**src/verilog/ispu_params.svh**
```systemverilog
// Constants for the infrared stack host serial port
`ifndef ISPU_PARAMS_SVH
`define ISPU_PARAMS_SVH
`define ISPU_CLK_PERIOD_NS 10
`define ISPU_BAUD_DIV      868
`define ISPU_DATA_W        8
`define ISPU_IR_W          9
`define ISPU_FIFO_DEPTH    8
`define ISPU_LINK_IDLE_NS  2000000
`define ISPU_LINK_IDLE_CYC (`ISPU_LINK_IDLE_NS / `ISPU_CLK_PERIOD_NS)
`define ISPU_IR_TYPE_BIT   8
`define ISPU_CTRL_RING_BIT 2
`define ISPU_CTRL_DSR_BIT  1
`define ISPU_CTRL_CD_BIT   0
`define ISPU_LINE_IDLE     1'b1
`endif

```
**src/verilog/ispu_pkg.sv**
```systemverilog
// Types shared by both ends of the host serial port
package ispu_pkg;
   typedef logic [7:0] ispu_byte_t;
   typedef enum {SER_IDLE, SER_START, SER_DATA, SER_STOP} ispu_ser_e;
endpackage
```
**src/verilog/ispu_host_if.sv**
```systemverilog
// Pins between the host controller and the port device
`timescale 1ns/1ps
interface ispu_host_if;
   logic host_serial_in;
   logic host_serial_out;
   logic bell_alert_in;
   logic carrier_sense_n;
   logic link_up_n;
   logic host_ready_n;
   logic send_permit_n;
   logic host_accept_n;
   logic dev_reset;
   logic dev_enable;

   modport device (
      input  host_serial_in,
      output host_serial_out,
      input  bell_alert_in,
      input  carrier_sense_n,
      output link_up_n,
      input  host_ready_n,
      output send_permit_n,
      input  host_accept_n,
      input  dev_reset,
      input  dev_enable
   );

   modport host (
      output host_serial_in,
      input  host_serial_out,
      output bell_alert_in,
      output carrier_sense_n,
      input  link_up_n,
      output host_ready_n,
      input  send_permit_n,
      output host_accept_n,
      output dev_reset,
      output dev_enable
   );
endinterface

```
**src/verilog/ispu_dev.sv**
```systemverilog
// Device end: serial engines, FIFO and the port device top
`timescale 1ns/1ps
`include "ispu_params.svh"

// Serial transmitter: start bit, W bits LSB first, stop bit
module ispu_ser_tx #(
   parameter int unsigned W   = `ISPU_DATA_W,
   parameter int unsigned DIV = `ISPU_BAUD_DIV
) (
   input  wire logic         clk_sys,
   input  wire logic         rst,
   input  wire logic         clr,
   input  wire logic [W-1:0] in_data,
   input  wire logic         in_valid,
   output logic              in_ready,
   output logic              ser_out
);
   import ispu_pkg::*;
   ispu_ser_e      st_q, st_d;
   logic [15:0]    div_q, div_d;
   logic [3:0]     cnt_q, cnt_d;
   logic [W:0]     sh_q, sh_d;
   logic           out_q, out_d;

   assign in_ready = (st_q == SER_IDLE) && !clr;
   assign ser_out  = out_q;

   // Frame sequencing, one bit every DIV cycles
   always_comb begin
      st_d  = st_q;
      div_d = div_q;
      cnt_d = cnt_q;
      sh_d  = sh_q;
      out_d = out_q;
      case (st_q)
         SER_IDLE: begin
            out_d = `ISPU_LINE_IDLE;
            if (in_valid && !clr) begin
               sh_d  = {`ISPU_LINE_IDLE, in_data};
               out_d = 1'b0;
               div_d = 16'h0;
               cnt_d = 4'h0;
               st_d  = SER_DATA;
            end
         end
         SER_DATA: begin
            div_d = div_q + 16'h1;
            if (div_q == 16'(DIV - 1)) begin
               div_d = 16'h0;
               out_d = sh_q[0];
               sh_d  = {`ISPU_LINE_IDLE, sh_q[W:1]};
               cnt_d = cnt_q + 4'h1;
               if (cnt_q == 4'(W + 1)) begin
                  out_d = `ISPU_LINE_IDLE;
                  st_d  = SER_IDLE;
               end
            end
         end
         default: st_d = SER_IDLE;
      endcase
      if (clr) begin
         st_d  = SER_IDLE;
         out_d = `ISPU_LINE_IDLE;
      end
   end

   // State registers
   always_ff @(posedge clk_sys or posedge rst) begin
      if (rst) begin
         st_q  <= SER_IDLE;
         div_q <= 16'h0;
         cnt_q <= 4'h0;
         sh_q  <= '1;
         out_q <= `ISPU_LINE_IDLE;
      end else begin
         st_q  <= st_d;
         div_q <= div_d;
         cnt_q <= cnt_d;
         sh_q  <= sh_d;
         out_q <= out_d;
      end
   end
endmodule

// Serial receiver: mid-bit sampling, stop bit checked
module ispu_ser_rx #(
   parameter int unsigned W   = `ISPU_DATA_W,
   parameter int unsigned DIV = `ISPU_BAUD_DIV
) (
   input  wire logic         clk_sys,
   input  wire logic         rst,
   input  wire logic         clr,
   input  wire logic         ser_in,
   output logic [W-1:0]      out_data,
   output logic              out_valid
);
   import ispu_pkg::*;
   ispu_ser_e      st_q, st_d;
   logic [15:0]    div_q, div_d;
   logic [3:0]     cnt_q, cnt_d;
   logic [W-1:0]   sh_q, sh_d, dat_q, dat_d;
   logic           vld_q, vld_d;

   assign out_data  = dat_q;
   assign out_valid = vld_q;

   // Start detect, data shift, stop check
   always_comb begin
      st_d  = st_q;
      div_d = div_q + 16'h1;
      cnt_d = cnt_q;
      sh_d  = sh_q;
      dat_d = dat_q;
      vld_d = 1'b0;
      case (st_q)
         SER_IDLE: begin
            div_d = 16'h0;
            if (!ser_in) st_d = SER_START;
         end
         SER_START: begin
            if (div_q == 16'(DIV / 2 - 1)) begin
               div_d = 16'h0;
               cnt_d = 4'h0;
               st_d  = ser_in ? SER_IDLE : SER_DATA;
            end
         end
         SER_DATA: begin
            if (div_q == 16'(DIV - 1)) begin
               div_d = 16'h0;
               sh_d  = {ser_in, sh_q[W-1:1]};
               cnt_d = cnt_q + 4'h1;
               if (cnt_q == 4'(W - 1)) st_d = SER_STOP;
            end
         end
         SER_STOP: begin
            if (div_q == 16'(DIV - 1)) begin
               st_d  = SER_IDLE;
               vld_d = ser_in;      // Bad stop bit drops the character
               if (ser_in) dat_d = sh_q;
            end
         end
         default: st_d = SER_IDLE;
      endcase
      if (clr) begin
         st_d  = SER_IDLE;
         vld_d = 1'b0;
      end
   end

   // State registers
   always_ff @(posedge clk_sys or posedge rst) begin
      if (rst) begin
         st_q  <= SER_IDLE;
         div_q <= 16'h0;
         cnt_q <= 4'h0;
         sh_q  <= '0;
         dat_q <= '0;
         vld_q <= 1'b0;
      end else begin
         st_q  <= st_d;
         div_q <= div_d;
         cnt_q <= cnt_d;
         sh_q  <= sh_d;
         dat_q <= dat_d;
         vld_q <= vld_d;
      end
   end
endmodule

// Synchronous FIFO, DEPTH a power of two
module ispu_fifo #(
   parameter int unsigned W     = `ISPU_DATA_W,
   parameter int unsigned DEPTH = `ISPU_FIFO_DEPTH
) (
   input  wire logic                   clk_sys,
   input  wire logic                   rst,
   input  wire logic                   clr,
   input  wire logic [W-1:0]           in_data,
   input  wire logic                   in_valid,
   output logic                        in_ready,
   output logic [W-1:0]                out_data,
   output logic                        out_valid,
   input  wire logic                   out_ready,
   output logic [$clog2(DEPTH):0]      level
);
   localparam int unsigned AW = $clog2(DEPTH);
   logic [W-1:0]  mem_q [DEPTH];
   logic [AW-1:0] wr_q, wr_d, rd_q, rd_d;
   logic [AW:0]   cnt_q, cnt_d;
   logic          push, pop;

   assign in_ready  = (cnt_q != (AW+1)'(DEPTH));
   assign out_valid = (cnt_q != '0);
   assign out_data  = mem_q[rd_q];
   assign level     = cnt_q;
   assign push      = in_valid && in_ready;
   assign pop       = out_valid && out_ready;

   // Pointer and count update
   always_comb begin
      wr_d  = wr_q + AW'(push);
      rd_d  = rd_q + AW'(pop);
      cnt_d = cnt_q + (AW+1)'(push) - (AW+1)'(pop);
      if (clr) begin
         wr_d  = '0;
         rd_d  = '0;
         cnt_d = '0;
      end
   end

   // Pointer registers
   always_ff @(posedge clk_sys or posedge rst) begin
      if (rst) begin
         wr_q  <= '0;
         rd_q  <= '0;
         cnt_q <= '0;
      end else begin
         wr_q  <= wr_d;
         rd_q  <= rd_d;
         cnt_q <= cnt_d;
      end
   end

   // Storage, written only on a push
   always_ff @(posedge clk_sys) begin
      if (push) mem_q[wr_q] <= in_data;
   end
endmodule

// Port device: host serial side and infrared side
module ispu_dev #(
   parameter int unsigned DIV       = `ISPU_BAUD_DIV,
   parameter int unsigned DEPTH     = `ISPU_FIFO_DEPTH,
   parameter int unsigned LINK_IDLE = `ISPU_LINK_IDLE_CYC
) (
   input  wire logic  clk_sys,
   input  wire logic  rst,
   ispu_host_if.device hp,
   output logic       ir_serial_out,
   input  wire logic  ir_serial_in,
   output logic       link_active
);
   import ispu_pkg::*;
   localparam int unsigned LW = $clog2(DEPTH) + 1;

   logic                  clr;
   ispu_byte_t            hrx_data, up_data, dn_data;
   logic                  hrx_vld, up_vld, up_rdy, dn_vld, dn_rdy;
   logic                  dn_in_rdy, htx_rdy, irtx_vld, irtx_rdy;
   logic [`ISPU_IR_W-1:0] irrx_data, irtx_data;
   logic                  irrx_vld, ctrl_pend;
   logic [LW-1:0]         up_lvl;
   logic [2:0]            stat_q, stat_d, sent_q, sent_d;
   logic                  ok_q, ok_d, link_q, link_d, permit_n_q, permit_n_d;
   logic [31:0]           idle_q, idle_d;

   // Host reset pin or a low enable holds the port idle
   assign clr = hp.dev_reset || !hp.dev_enable;

   // Host characters in, buffered toward the infrared side
   ispu_ser_rx #(.W(`ISPU_DATA_W), .DIV(DIV)) u_hrx (
      .clk_sys(clk_sys), .rst(rst), .clr(clr),
      .ser_in(hp.host_serial_in),
      .out_data(hrx_data), .out_valid(hrx_vld));

   ispu_fifo #(.W(`ISPU_DATA_W), .DEPTH(DEPTH)) u_up (
      .clk_sys(clk_sys), .rst(rst), .clr(clr),
      .in_data(hrx_data), .in_valid(hrx_vld), .in_ready(),
      .out_data(up_data), .out_valid(up_vld), .out_ready(up_rdy),
      .level(up_lvl));

   // Infrared characters: status frames win over buffered data
   assign ctrl_pend = link_q && (!ok_q || stat_q != sent_q);
   assign irtx_vld  = link_q && (ctrl_pend || up_vld);
   assign irtx_data = ctrl_pend ? {1'b1, 5'h0, stat_q} : {1'b0, up_data};
   assign up_rdy    = link_q && !ctrl_pend && irtx_rdy;

   ispu_ser_tx #(.W(`ISPU_IR_W), .DIV(DIV)) u_irtx (
      .clk_sys(clk_sys), .rst(rst), .clr(clr),
      .in_data(irtx_data), .in_valid(irtx_vld), .in_ready(irtx_rdy),
      .ser_out(ir_serial_out));

   ispu_ser_rx #(.W(`ISPU_IR_W), .DIV(DIV)) u_irrx (
      .clk_sys(clk_sys), .rst(rst), .clr(clr),
      .ser_in(ir_serial_in),
      .out_data(irrx_data), .out_valid(irrx_vld));

   // Remote data goes to the host; remote status frames are dropped
   ispu_fifo #(.W(`ISPU_DATA_W), .DEPTH(DEPTH)) u_dn (
      .clk_sys(clk_sys), .rst(rst), .clr(clr),
      .in_data(irrx_data[7:0]),
      .in_valid(irrx_vld && !irrx_data[`ISPU_IR_TYPE_BIT]),
      .in_ready(dn_in_rdy),
      .out_data(dn_data), .out_valid(dn_vld), .out_ready(dn_rdy),
      .level());

   ispu_ser_tx #(.W(`ISPU_DATA_W), .DIV(DIV)) u_htx (
      .clk_sys(clk_sys), .rst(rst), .clr(clr),
      .in_data(dn_data),
      .in_valid(dn_vld && !hp.host_accept_n),
      .in_ready(htx_rdy),
      .ser_out(hp.host_serial_out));
   assign dn_rdy = htx_rdy && !hp.host_accept_n;

   // Link tracking, modem status sampling and local handshake
   always_comb begin
      stat_d = 3'h0;
      stat_d[`ISPU_CTRL_RING_BIT] = hp.bell_alert_in;
      stat_d[`ISPU_CTRL_DSR_BIT]  = hp.host_ready_n;
      stat_d[`ISPU_CTRL_CD_BIT]   = hp.carrier_sense_n;
      sent_d = sent_q;
      ok_d   = ok_q && link_q;
      if (ctrl_pend && irtx_rdy) begin
         sent_d = stat_q;
         ok_d   = 1'b1;
      end
      link_d = link_q;
      idle_d = idle_q + 32'h1;
      if (irrx_vld) begin       // Any remote frame, data or status, opens the link
         link_d = 1'b1;
         idle_d = 32'h0;
      end else if (!link_q || idle_q == 32'(LINK_IDLE - 1)) begin
         link_d = 1'b0;
         idle_d = 32'h0;
      end
      // Hold off while fewer than two slots remain free
      permit_n_d = clr || (up_lvl > LW'(DEPTH - 2));
      if (clr) begin
         link_d = 1'b0;
         ok_d   = 1'b0;
      end
   end

   // Status registers
   always_ff @(posedge clk_sys or posedge rst) begin
      if (rst) begin
         stat_q     <= 3'h7;
         sent_q     <= 3'h7;
         ok_q       <= 1'b0;
         link_q     <= 1'b0;
         idle_q     <= 32'h0;
         permit_n_q <= 1'b1;
      end else begin
         stat_q     <= stat_d;
         sent_q     <= sent_d;
         ok_q       <= ok_d;
         link_q     <= link_d;
         idle_q     <= idle_d;
         permit_n_q <= permit_n_d;
      end
   end

   assign hp.link_up_n     = !link_q;
   assign hp.send_permit_n = permit_n_q;
   assign link_active      = link_q;
endmodule

```
**src/flat_wrapper.sv**
```systemverilog
// flat-port wrapper written by rule: the top's interface ports become plain ports
module ispu_dev_flat import ispu_pkg::*;
#(
   parameter int unsigned DIV       = `ISPU_BAUD_DIV,
   parameter int unsigned DEPTH     = `ISPU_FIFO_DEPTH,
   parameter int unsigned LINK_IDLE = `ISPU_LINK_IDLE_CYC
)
  (clk_sys, rst, ir_serial_out, ir_serial_in, link_active, hp_host_serial_in, hp_host_serial_out, hp_bell_alert_in, hp_carrier_sense_n, hp_link_up_n, hp_host_ready_n, hp_send_permit_n, hp_host_accept_n, hp_dev_reset, hp_dev_enable);
  ispu_host_if hp_i ();
  input  wire logic clk_sys;
  input  wire logic rst;
  output logic ir_serial_out;
  input  wire logic ir_serial_in;
  output logic link_active;
  input wire logic [$bits(hp_i.host_serial_in)-1:0] hp_host_serial_in;
  output wire logic [$bits(hp_i.host_serial_out)-1:0] hp_host_serial_out;
  input wire logic [$bits(hp_i.bell_alert_in)-1:0] hp_bell_alert_in;
  input wire logic [$bits(hp_i.carrier_sense_n)-1:0] hp_carrier_sense_n;
  output wire logic [$bits(hp_i.link_up_n)-1:0] hp_link_up_n;
  input wire logic [$bits(hp_i.host_ready_n)-1:0] hp_host_ready_n;
  output wire logic [$bits(hp_i.send_permit_n)-1:0] hp_send_permit_n;
  input wire logic [$bits(hp_i.host_accept_n)-1:0] hp_host_accept_n;
  input wire logic [$bits(hp_i.dev_reset)-1:0] hp_dev_reset;
  input wire logic [$bits(hp_i.dev_enable)-1:0] hp_dev_enable;
  assign hp_i.host_serial_in = hp_host_serial_in;
  assign hp_host_serial_out = hp_i.host_serial_out;
  assign hp_i.bell_alert_in = hp_bell_alert_in;
  assign hp_i.carrier_sense_n = hp_carrier_sense_n;
  assign hp_link_up_n = hp_i.link_up_n;
  assign hp_i.host_ready_n = hp_host_ready_n;
  assign hp_send_permit_n = hp_i.send_permit_n;
  assign hp_i.host_accept_n = hp_host_accept_n;
  assign hp_i.dev_reset = hp_dev_reset;
  assign hp_i.dev_enable = hp_dev_enable;
  ispu_dev #(.DIV(DIV), .DEPTH(DEPTH), .LINK_IDLE(LINK_IDLE)) u_core (.clk_sys(clk_sys), .rst(rst), .hp(hp_i), .ir_serial_out(ir_serial_out), .ir_serial_in(ir_serial_in), .link_active(link_active));
endmodule
```
**config.mk**
```make
export PLATFORM = sky130hd
export DESIGN_NAME = ispu_dev_flat
export DESIGN_NICKNAME = d
export VERILOG_FILES = /design/src/verilog/ispu_pkg.sv /design/src/verilog/ispu_host_if.sv /design/src/verilog/ispu_dev.sv /design/src/flat_wrapper.sv
export VERILOG_INCLUDE_DIRS = /design/src /design/src/verilog
export SDC_FILE = /design/constraint.sdc
export NUM_CORES = 1
export LEC_CHECK = 0
export BUFFER_PORTS_ARGS = -buffer_cell sky130_fd_sc_hd__buf_2
export CORE_ASPECT_RATIO = 1.4
export CORE_MARGIN = 3
export CORE_UTILIZATION = 40
export CTS_CLUSTER_DIAMETER = 100
export DETAILED_ROUTE_END_ITERATION = 16
export GPL_TIMING_DRIVEN = 0
export HOLD_SLACK_MARGIN = 0.02
export PLACE_DENSITY = 0.54
export SETUP_SLACK_MARGIN = 0.1
export SLEW_MARGIN = 20
export SYNTH_ARGS = -nofsm -noshare
export SYNTH_HDL_FRONTEND = slang
export SYNTH_SLANG_ARGS = --single-unit
```
**constraint.sdc**
```tcl
create_clock -name clk_sys -period 7 [get_ports clk_sys]
set_input_delay 0.7 -clock clk_sys [delete_from_list [all_inputs] [get_ports clk_sys]]
set_output_delay 0.7 -clock clk_sys [all_outputs]
set_load 0.01 [all_outputs]
```
# Word level (Yosys, flattened, before mapping)
# Memory sizes are Yosys's and may differ from the RTL's.
# Cells that the tools add are included.
# op_classes
n_addsub	17
order_cmp	1
eq_ne	46
n_mux	90
n_reduce_logical	60
# op_table
op	n
$mux 32	22
$pmux 32 s4	2
$eq 32x2->1 const B	6
$logic_not 32->1	6
$mux 16	8
$pmux 32 s2	2
$pmux 16 s3	2
$add 16x1->16 const B	4
$eq 16x10->1 const B	4
$eq 32x1->1 const B	2
$pmux 16 s2	2
$ne 3x2->1 const B	16
$mux 4	10
$add 32x1->32 const B	1
$eq 16x9->1 const B	2
$eq 32x18->1 const B	1
$pmux 4 s2	4
$mux 9	3
$reduce_and 3->1	8
$mux 1	23
$mux 10	2
$pmux 10 s2	1
$pmux 9 s2	1
$logic_and 1x1->1	17
20 further kinds	65
# word_totals
register_bits	326
ram_bits	128
inputBits	10
memories	2
# memory_table
name	words	word_bits	read_ports	rd_clocked_by_memory_dff	wr	line	rtl
u_core.u_dn.mem_q	8	8	1	0	1	ispu_dev.sv:187	logic [W-1:0] mem_q [DEPTH];
u_core.u_up.mem_q	8	8	1	0	1	ispu_dev.sv:187	

# Logic depth before layout (Yosys ltp)
# Gate-level depths: netlist of run 1.
# logic_depth
ltp_word	9
depth_mapped	13
mapped_depth_nobuf	12

# By module
# Synthesis of run 1 repeated with hierarchy kept, for this count alone.
# hier_totals
cells_unflattened	1230
area_unflattened_um2	15508.6
# modules_own_cells
mod	instances	cells_per_inst	area_each_um2
ispu_fifo	2	158	3094.2
ispu_dev	1	212	2104.5
ispu_ser_rx (u_core.u_irrx)	1	168	1949.4
ispu_ser_rx (u_core.u_hrx)	1	160	1848.0
ispu_ser_tx (u_core.u_irtx)	1	210	1814.2
ispu_ser_tx (u_core.u_htx)	1	164	1604.0

# Least setup slack after synthesis of run 1
# No wires, ideal clock.
# synth_path
path_kind	in2reg
start	in hp_dev_reset
end	reg u_core.u_dn.cnt_q[2], in the netlist u_core.u_dn.level[2]
t_arrival_ns	2.635
slack_ns	4.233
cell_stages	12
n_path_buf	2
path_cell_list	nand2b_1 -> buf_2 -> a211oi_1 -> nand2b_1 -> clkbuf_1 -> clkinv_1 -> ha_1 -> inv_1 -> ha_1 -> fa_1 -> xnor2_1 -> nor2_1
# synth_between
elab_chain_cells	7
# synth_lines
element	line	rtl
start: declaration	flat_wrapper.sv:23	input wire logic [$bits(hp_i.dev_reset)-1:0] hp_dev_reset;
$logic_or 1x1->1 (*)	ispu_dev.sv:258	assign clr = hp.dev_reset || !hp.dev_enable;
$logic_not 1->1	ispu_dev.sv:25	assign in_ready = (st_q == SER_IDLE) && !clr;
$logic_and 1x1->1	ispu_dev.sv:25	
$logic_and 1x1->1	ispu_dev.sv:303	assign dn_rdy = htx_rdy && !hp.host_accept_n;
$logic_and 1x1->1	ispu_dev.sv:197	assign pop = out_valid && out_ready;
$sub 4x1->4	ispu_dev.sv:203	cnt_d = cnt_q + (AW+1)'(push) - (AW+1)'(pop);
$mux 4 (*)	ispu_dev.sv:204	if (clr) begin
via u_core.u_dn.cnt_d[2]	ispu_dev.sv:189	logic [AW:0] cnt_q, cnt_d;
end signal: assignment	ispu_dev.sv:220	cnt_q <= cnt_d;
end: declaration	ispu_dev.sv:189	
# Mark *: on every way through the listed nets, which the timed path passes. The rest lies on a longest branch.
# A chain may end at the register's enable or synchronous reset.

# Worst setup path in the final report of run 1
# Same ends and word-level chain as after synthesis.

==> metrics.yaml, run 1 <==
cts-root-buf: "clkbuf_16"
die_area_sq_um: 39420
fmax_ghz: 0.3348
clock_skew_ps: 20.52
critPathKind: "in -> reg"
dp_hpwl_um: 19460
wl_um: 28250
rrSetupSlack_ps: 4100
drcViolationCount: 0
required_ps: 7380
numClockSinks: 330
maxCapViolCount: 0
min_period_ps: 2987
rows: 82
p_clk_share_pct: 45.1
cpPeakStageDelay_ps: 390
synth_seq_cells: 330
start_kind: "input port"
clk_pin_slew_ps: 60
viasPerCell: 5.203
worstPathCellList: "buf_2 -> nand2b_1 -> buf_2 -> a211oi_1 -> nand2b_1 -> clkbuf_1 -> clkinv_1 -> ha_1 -> inv_1 -> ha_1 -> fa_1 -> xnor2_1 -> nor2_1"
internal_power_mw: 3.193
dr.pass1.iters: 4
routedWlPerCell_um: 16.56
crit_fanout: 10
reg2reg_from: "u_core.stat_q[0]"
setup_tns_ps: 0
clock_path_buffers: 3
setup_viol: 0
ys.flop_type: "dfrtp_1"
outcome: "finished, final reports clean"
ant_nets: 0
grt_usage_pct: 14.84
drive_gt1_share_pct: 16.96
synth_area_sq_um: 14820
power_mw: 4.057
worstPathArrival_ps: 3360
fin_util_pct: 46.13
drt_iter0_markers: 472
cp_slowest_cell: "ha_1"
vias: 8876
final_nets: 1265
area_delta_synth_final_pct: 12.77
p_comb_share_pct: 3.1
period_share_pct: 42.66
grt_overflow: 0
core_region_area_sq_um: 36220
start_util_pct: 40.91
peakVddDrop_mv: 0.1720
maxSlewHeadroom_pct: 29.59
timing.rr.end: "u_core.u_up.level[1]"
maxSlewViolCount: 0
pwr-share-seq_pct: 51.8
yosysUniqueCellTypes: 69
postCtsResizedCells: 0
rsz0062_at_grt: "no"
fillers: 3296
worst_pin_slew_ps: 1042
ys_seq_area_share_pct: 60.28
hold_buffers: 0
synthCells: 1162
final_cell_area_sq_um: 16710
numPortBuffers: 14
place_area_sq_um: 15560
async_flop_share_pct: 61.21
cts_tree: "built"
gp_congestion: 0.7825
endpoint_kind: "flop"
synth_edf_count: 128
yosys_warnings: 0
grt_pass1_wl_um: 47890
cts_setup_buffers: 0
power_leakage_nw: 6.041
worstSkewPairLatency_ps: 520
grt_pass1_vias: 9443
hp-class: "in -> async"
antenna_found_initial: 0
pwr_density_cell_nw_per_um2: 242.8
synthesis.nets: 1209
cts_max_level: 2
hold-worst-slack_ps: 123.4
reg2reg_depth: 8
sw_frac_of_total_pct: 21.30
grt_max_degree: 91
power_switching_uw: 863.9
io_pins: 15
die_w_um: 168.7
cts_buffers: 36
hold_viol_final: 0
diodes: 0
die_h_um: 233.7
avgSynthCellArea_sq_um: 12.75
metal layers:
metal,up-vias,GRT usage [%],part of all wire [%]
met3,48,2.624,3.0
met4,0,4.656,2.3
met1,4379,17.33,42
met5,-,0,0
li1,4346,-,-
met2,103,27.66,53
power groups by stage:
stage	Clock, mW	Combinational, mW	Sequential (mW)
finish	1.83	0.127	2.10
global route	1.97	0.150	2.11
CTS	1.89	0.132	2.10
detailed placement	0	0.132	2.13
global placement	0	0.124	2.13
floorplan	0	0.0963	2.12
cells in the mapped netlist, types with 3 or more instances:
cell	number	share of area, %
dfrtp_1	176	30
edfxtp_1	128	26
nor2_1	118	3.0
nand2_1	74	1.9
o21ai_0	58	2.0
mux2_2	49	3.7
nand3_1	48	1.6
xnor2_1	48	2.8
inv_1	38	0.96
ha_1	35	3.0
mux4_2	32	4.9
nor3_1	28	0.95
nand4_1	27	1.1
xor2_1	27	1.6
clkbuf_1	26	0.66
dfstp_2	26	4.6
a21oi_1	19	0.64
mux2i_1	18	1.2
and2_1	15	0.63
and3_1	14	0.59
nor4_1	13	0.55
nand2b_1	10	0.42
buf_2	9	0.30
o31ai_1	9	0.46
and4_1	8	0.47
a21o_1	7	0.35
a22oi_1	7	0.35
nor2b_1	7	0.30
or3_1	7	0.30
or4_1	7	0.35
a31oi_1	6	0.25
a211oi_1	5	0.25
nor3b_1	5	0.25
a22o_1	4	0.24
buf_1	3	0.076
nand3b_1	3	0.15
nor4_4	3	0.43
o21a_1	3	0.15
how the worst max path moves through the flow:
stage | to | cells after the start | slack (ps) | from
detailed placement | u_core.u_dn.level[2] | 13 | 3460 | hp_dev_reset
floorplan | u_core.idle_q[0] | 1 | 830 | rst
global placement | u_core.u_htx.div_q[9] | 2 | -1940 | rst
global route | u_core.u_dn.level[2] | 13 | 3670 | hp_dev_reset
CTS | u_core.u_up.level[3] | 10 | 3860 | u_core.stat_q[0]
finish | u_core.u_dn.level[2] | 13 | 4010 | hp_dev_reset
registers in the layout, indices dropped and copies added, names as in the netlist, 9 cells and up:
signal and flops:
u_core.u_irrx.out_data 9, u_core.idle_q 32, u_core.u_irtx.div_q 16, u_core.u_up.mem_q 64, u_core.u_irtx.sh_q 9, u_core.u_htx.div_q 16
u_core.u_irrx.sh_q 9, u_core.u_irrx.div_q 16, u_core.u_hrx.div_q 16, u_core.u_dn.mem_q 64
critical path: cells and delay by family:
kind                       cells  cell delay, ps
buffers and inverters          5            1140
adders and majority gates      3             970
and+or+nand+nor                3             230
xor gates and xnor gates       1             170
AOI/OAI and AO/OA              1             150
cell families after synthesis:
kind of cell | after synthesis | share of synthesized area (%)
xor gates and xnor gates | 75 | 4.434
AOI/OAI and AO/OA | 132 | 5.616
buffers and inverters | 79 | 2.153
and+or+nand+nor | 410 | 14.48
adders and majority gates | 37 | 3.226
muxes | 99 | 9.805
DFF | 330 | 60.28
per-stage QoR:
stage	cells	setup WS, ps
6_report	1706	4013
5_1_grt	1706	3669
4_1_cts	1706	3863
3_5_place_dp	1642	3464
3_3_place_gp	1638	-1939
2_1_floorplan	1162	832.3
cell usage in the layout (no fill, tap or decap), types with 8 or more instances in the layout:
cell and count:
inv_1 37, nand3_1 48, xnor2_1 48, mux4_2 32
nor3_1 24, nor2_1 118, edfxtp_1 128, mux2i_1 18
ha_1 35, mux2_2 49, dfstp_2 26, nor4_1 13
dfrtp_1 176, nand4_1 27, buf_2 23, o31ai_1 9
and2_1 15, and4_1 8, and3_1 14, o21ai_0 58
clkbuf_16 37, clkbuf_1 37, nand2b_1 10, a21oi_1 19
xor2_1 27, nand2_1 74
cell type report:
cell class / count / area [sq um] / area share [%]
clock buffers: 53 / 1036 / 6.201
well taps: 462 / 578.1 / 3.460
repair buffers: 18 / 140.1 / 0.8388
clock inverters: 11 / 100.1 / 0.5991
multi-input cells: 753 / 5595 / 33.49
plain buffers: 40 / 172.7 / 1.033
flip-flops and latches: 330 / 8931 / 53.46
inverters: 39 / 153.9 / 0.9211
(Power assumes the default switching activity.)
==> inputs of run 2 (changes only) <==
==> constraint.sdc (replaced) <==
create_clock -name clk_sys -period 2.9 [get_ports clk_sys]
set_input_delay 0.29 -clock clk_sys [delete_from_list [all_inputs] [get_ports clk_sys]]
set_output_delay 0.29 -clock clk_sys [all_outputs]
set_load 0.01 [all_outputs]
==> run 2 against run 1 <==
  * Clock skew down 2.9 ps
  * Critical path depth down 3
  * Critical endpoint is now u_core.u_up.level[3]
  * Cell area up 0.94%
  * Critical path type is now reg -> reg
  * Global-route usage about the same
  * Worst hold slack worse by 29 ps
  * Total power up 140%
==> metrics.yaml, run 2 (synthesis gave the netlist of run 1 again) <==
antenna_found_initial: 0  # unchanged
cts-root-buf: "clkbuf_16"  # unchanged
maxCapViolCount: 0  # unchanged
cp_slowest_cell: "dfstp_2"  # was ha_1
cts_tree: "built"  # unchanged
viasPerCell: 5.226  # was 5.203
drt_iter0_markers: 503  # was 472
clock_skew_ps: 17.58  # was 20.52 ps
fmax_ghz: 0.3821
grt_pass1_wl_um: 47870  # was 47890 um
final_nets: 1274  # was 1265
io_pins: 15  # unchanged
hold_viol_final: 0  # unchanged
grt_usage_pct: 14.84  # about the same
numClockSinks: 330  # unchanged
core_region_area_sq_um: 36220  # unchanged
routedWlPerCell_um: 16.62  # was 16.56 um
die_area_sq_um: 39420  # unchanged
start_util_pct: 40.91  # unchanged
die_h_um: 233.7  # unchanged
mostFrequentLayoutCells: "dfrtp_1 (176), edfxtp_1 (128), nor2_1 (118), nand2_1 (74), o21ai_0 (58)"  # unchanged
worst_pin_slew_ps: 1009  # was 1042 ps
worstPathArrival_ps: 2990  # was 3360 ps
fin_ws_ps: 282.7  # was 4013 ps
worstSkewPairLatency_ps: 520  # about the same
maxSlewViolCount: 0  # unchanged
wl_um: 28490  # was 28250 um
start_kind: "flop"  # was input port
required_ps: 3280  # was 7380 ps
critPathKind: "reg -> reg"  # was in -> reg
area_delta_synth_final_pct: 13.83  # was 12.77%
dp_hpwl_um: 19870  # was 19460 um
clock_path_buffers: 3  # unchanged
cpPeakStageDelay_ps: 550  # was 390 ps
crit_start: "u_core.stat_q[2]"  # was hp_dev_reset
hp-class: "in -> reg"  # was in -> async
die_w_um: 168.7  # unchanged
pwr_density_cell_nw_per_um2: 581.3  # was 242.8 nW/um^2
vias: 8958  # was 8876
diodes: 0  # unchanged
crit_fanout: 3  # was 10
met2_usage_pct: 27.12  # was 27.66%
grt_overflow: 0  # unchanged
period_share_pct: 90.25
peakVddDrop_mv: 0.5558  # was 0.1720 mV
drcViolationCount: 0  # unchanged
preCtsSetupSlack_ps: -261.5  # was 3464 ps
power_leakage_nw: 6.102  # was 6.041 nW
busiest_layer: "met2"  # unchanged
mostFrequentLayoutCell: "dfrtp_1"  # unchanged
dr.pass1.iters: 5  # was 4
hold_start: "hp_host_serial_in"
drive_gt1_share_pct: 17.97  # was 16.96%
crit_buf_inv: 1  # was 5
min_period_ps: 2617
numPortBuffers: 14  # unchanged
gp_congestion: 0.7771  # was 0.7825
grt_use_met1_pct: 18.10  # was 17.33%
cts_max_level: 2  # unchanged
rsz0062_at_grt: "yes"  # was no
worstPathCellList: "xnor2_1 -> nand4_1 -> a2111oi_4 -> ha_1 -> inv_1 -> ha_1 -> a21o_1 -> a21oi_1 -> xnor2_1 -> nor2_1"  # was buf_2 -> nand2b_1 -> buf_2 -> a211oi_1 -> nand2b_1 -> clkbuf_1 -> clkinv_1 -> ha_1 -> inv_1 -> ha_1 -> fa_1 -> xnor2_1 -> nor2_1
reg2reg_from: "u_core.stat_q[2]"  # was u_core.stat_q[0]
maxSlewHeadroom_pct: 31.82  # was 29.59%
outcome: "finished, final reports clean"  # unchanged
met3_usage_pct: 2.522  # was 2.624%
setup_viol: 0  # unchanged
cts_buffers: 36  # unchanged
ant_nets: 0  # unchanged
rows: 82  # unchanged
power_mw: 9.803  # was 4.057 mW
clk_pin_slew_ps: 60  # about the same
grt_pass1_vias: 9243  # was 9443
cp_top_family: "compound AO/OA/AOI/OAI gates"  # was buffers and inverters
fin_util_pct: 46.56  # was 46.13%
cts_setup_buffers: 0  # unchanged
endpoint_kind: "flop"  # unchanged
grt_max_degree: 31  # was 91
reg_top3: "u_core.u_dn.mem_q (64), u_core.u_up.mem_q (64), u_core.idle_q (32)"  # unchanged
-- run 2: cell count changes in the layout (fill, tap and decap cells not counted), moves of 3 or more --
cell / delta
buf_12: +6
clkbuf_1: -4
clkinv_1: -4
clkinvlp_4: +4
dlygate4sd3_1: +4
clkbuf_2: +3
clkbuf_8: -3
-- run 2: final timing paths --
check | end | slack [ps] | cells past startpoint
worst max-delay path | u_core.u_up.level[3] | 280 | 10
worst min-delay path | u_core.u_hrx.out_valid | 90 | 3
worst max register to register | u_core.u_up.level[3] | 280 | 10
worst min register to register | u_core.u_irtx.sh_q[8] | 490 | 2
max in group asynchronous | u_core.u_htx.sh_q[0] | 1040 | 8
min in group asynchronous | u_core.u_irrx.div_q[14] | 420 | 3
-- run 2: layout make-up --
type / count / area (sq um)
multi-input combinational: 753 / 5613
fill: 3291 / 19350
buffer: 40 / 176.4
clock buffer: 50 / 1037
sequential: 330 / 8931
inverter: 39 / 151.4
clock inverter: 13 / 103.9
tap: 462 / 578.1
timing repair buffer: 27 / 272.8
-- run 2: worst reg2reg max path: cells and delay by family (launching register included) --
family	cells	cell delay [ps]
DFF	1	550
buffers and inverters	1	60
and+or+nand+nor	2	260
xor gates and xnor gates	2	350
adders and majority gates	2	480
AOI/OAI and AO/OA	3	770
-- run 2: through the flow --
step	instances	hold slack [ps]	instance area (sq um)	setup TNS, ps
after global routing	1714	90.14	16860	0
after global placement	1638	397.4	15470	-263640
final	1714	94.15	16860	0
after detailed placement	1647	398.1	15650	-1253
after CTS	1714	72.93	16840	0
after floorplan	1162	294.5	14820	0
-- run 2: report_power, final --
group          internal, mW  switching [mW]  total (mW)
registers              4.95           0.121        5.07
clock network          2.60            1.81        4.41
logic                 0.129           0.198       0.327
total                  7.67            2.13        9.80
-- run 2: layer usage --
metal	up-vias	share of wire, %	routed length, um
li1	4368	-	-
met1	4455	43	12130
met2	98	52	14940
met3	37	3.0	846
met4	0	2.0	562
met5	-	0	0
-- run 2: repair_timing --
action                                 CTS  global route
hold buffers                             4             0
cloned                                   0             0
gates resized for setup                  3             7
setup endpoints to repair                6            19
endpoints found under the hold margin   31             0
==> inputs of run 3 (changes only) <==
==> constraint.sdc (replaced) <==
create_clock -name clk_sys -period 3.15 [get_ports clk_sys]
set_input_delay 0.315 -clock clk_sys [delete_from_list [all_inputs] [get_ports clk_sys]]
set_output_delay 0.315 -clock clk_sys [all_outputs]
set_load 0.01 [all_outputs]
==> run 3 against run 2 <==
  * Sequential cell count is the same
  * Fmax decreased by 3.8%
  * Sequential share of layout area up 0.067 points
  * Sequential power fell by 7.9%
  * Largest power group unchanged
==> metrics.yaml, run 3 (synthesis gave the netlist of run 1 again) <==
drive_gt1_share_pct: 17.81  # was 17.97%
cts-root-buf: "clkbuf_16"  # unchanged
maxSlewHeadroom_pct: 31.33  # was 31.82%
fin_util_pct: 46.50  # was 46.56%
worst_pin_slew_ps: 1017  # was 1009 ps
hp-class: "in -> reg"  # unchanged
min_period_ps: 2721  # was 2617 ps
peakVddDrop_mv: 0.5112  # was 0.5558 mV
core_region_area_sq_um: 36220  # unchanged
cts_buffers: 36  # unchanged
grt_usage_pct: 14.84  # unchanged
numPortBuffers: 14  # unchanged
gp_congestion: 0.7771  # unchanged
drt_iter0_markers: 470  # was 503
dr.pass1.iters: 5  # unchanged
power_mw: 9.025  # was 9.803 mW
required_ps: 3530  # was 3280 ps
pwr_density_cell_nw_per_um2: 535.8  # was 581.3 nW/um^2
mostFrequentLayoutCells: "dfrtp_1 (176), edfxtp_1 (128), nor2_1 (118), nand2_1 (74), o21ai_0 (58)"  # unchanged
die_h_um: 233.7  # unchanged
wl_um: 28470  # was 28490 um
dp_hpwl_um: 19870  # unchanged
clk_pin_slew_ps: 60  # about the same
routedWlPerCell_um: 16.61  # was 16.62 um
rows: 82  # unchanged
cts_tree: "built"  # unchanged
drcViolationCount: 0  # unchanged
endpoint_kind: "flop"  # unchanged
maxCapViolCount: 0  # unchanged
mostFrequentLayoutCell: "dfrtp_1"  # unchanged
fin_cells: 1714  # unchanged
outcome: "finished, final reports clean"  # unchanged
clock_skew_ps: 16.83  # was 17.58 ps
die_w_um: 168.7  # unchanged
area_delta_synth_final_pct: 13.68  # was 13.83%
grt_max_degree: 31  # unchanged
crit_fanout: 3  # unchanged
numClockSinks: 330  # unchanged
ant_nets: 0  # unchanged
start_kind: "flop"  # unchanged
period_share_pct: 86.39  # was 90.25%
grt_overflow: 0  # unchanged
rsz0062_at_grt: "no"  # was yes
grt_pass1_wl_um: 47870  # unchanged
setup_viol: 0  # unchanged
diodes: 0  # unchanged
cts_max_level: 2  # unchanged
grt_pass1_vias: 9243  # unchanged
viasPerCell: 5.229  # was 5.226
final_nets: 1274  # unchanged
worstPathArrival_ps: 3100  # was 2990 ps
antenna_found_initial: 0  # unchanged
reg_top3: "u_core.u_dn.mem_q (64), u_core.u_up.mem_q (64), u_core.idle_q (32)"  # unchanged
power_leakage_nw: 6.087  # was 6.102 nW
hold_viol_final: 0  # unchanged
start_util_pct: 40.91  # unchanged
hold-worst-slack_ps: 123.1  # was 94.15 ps
worstSkewPairLatency_ps: 520  # about the same
placedCellCount: 1647  # unchanged
place_area_sq_um: 15650  # unchanged
final_cell_area_sq_um: 16840  # was 16860 sq um
fmax_ghz: 0.3675  # was 0.3821 GHz
maxSlewViolCount: 0  # unchanged
clock_path_buffers: 3  # unchanged
vias: 8963  # was 8958
io_pins: 15  # unchanged
critPathKind: "reg -> reg"  # unchanged
die_area_sq_um: 39420  # unchanged
==> run 3: cell types whose count changed in the layout (fill, tap and decap cells not counted), sizes merged <==
cell	before	now
buf	36	37
clkbuf	77	76
clkinv	10	9
clkinvlp	4	5
==> run 3: worst paths after layout <==
kind                       slack (ps)  depth (start not counted)                 endpoint                   from
hold / removal                    120                          3   u_core.u_hrx.out_valid      hp_host_serial_in
min in group asynchronous         440                          3  u_core.u_irrx.div_q[14]                    rst
setup / recovery                  430                         10     u_core.u_up.level[3]       u_core.stat_q[0]
hold reg to reg                   500                          2    u_core.u_irtx.sh_q[8]  u_core.u_irtx.sh_q[8]
setup reg to reg                  430                         10     u_core.u_up.level[3]       u_core.stat_q[0]
max in group asynchronous        1260                          8     u_core.u_htx.sh_q[0]                    rst
==> run 3: cell type report <==
class | instances | area, sq um
Fill cell | 3290 | 19370
Sequential cell | 330 | 8931
Multi-Input combinational cell | 753 | 5592
Clock buffer | 50 | 1037
Tap cell | 462 | 578.1
Timing Repair Buffer | 27 | 272.8
Buffer | 40 | 173.9
Inverter | 39 | 153.9
Clock inverter | 13 | 103.9
==> run 3: worst max-delay path, cell delays in order (launching register included) <==
cell,delay (ps)
dfstp_2,550
xnor2_1,220
nand4_1,180
a2111oi_2,540
ha_1,230
inv_1,60
ha_1,270
a21o_1,150
a21oi_1,170
xnor2_1,140
nor2_1,50
==> run 3: what timing repair did <==
action                                 in CTS  in global routing
gates cloned                                0                  0
hold buffers                                4                  0
buffers inserted                            0                  0
setup endpoints to repair                   3                  5
pin swaps                                   0                  0
gates resized for setup                     1                  4
endpoints found under the hold margin      31                  0
==> run 3: per-layer routing <==
layer	part of all wire (%)	GRT usage, %	vias to the layer above
met1	42	18.10	4468
met2	53	27.12	92
met4	2.0	4.093	0
met3	3.0	2.522	37
li1	-	-	4366
met5	0	0	-
==> run 3: metrics by stage <==
stage	worst slack [ps]	setup TNS [ps]
floorplan	239.9	0
global placement	-1238	-217150
detailed placement	-36.51	-43.06
CTS	187.2	0
global route	246.1	0
finish	428.7	0
==> run 3: where the power goes <==
part | internal [mW] | switching, mW | total, mW
clock network | 2.39 | 1.67 | 4.06
registers | 4.55 | 0.111 | 4.67
logic | 0.118 | 0.183 | 0.301
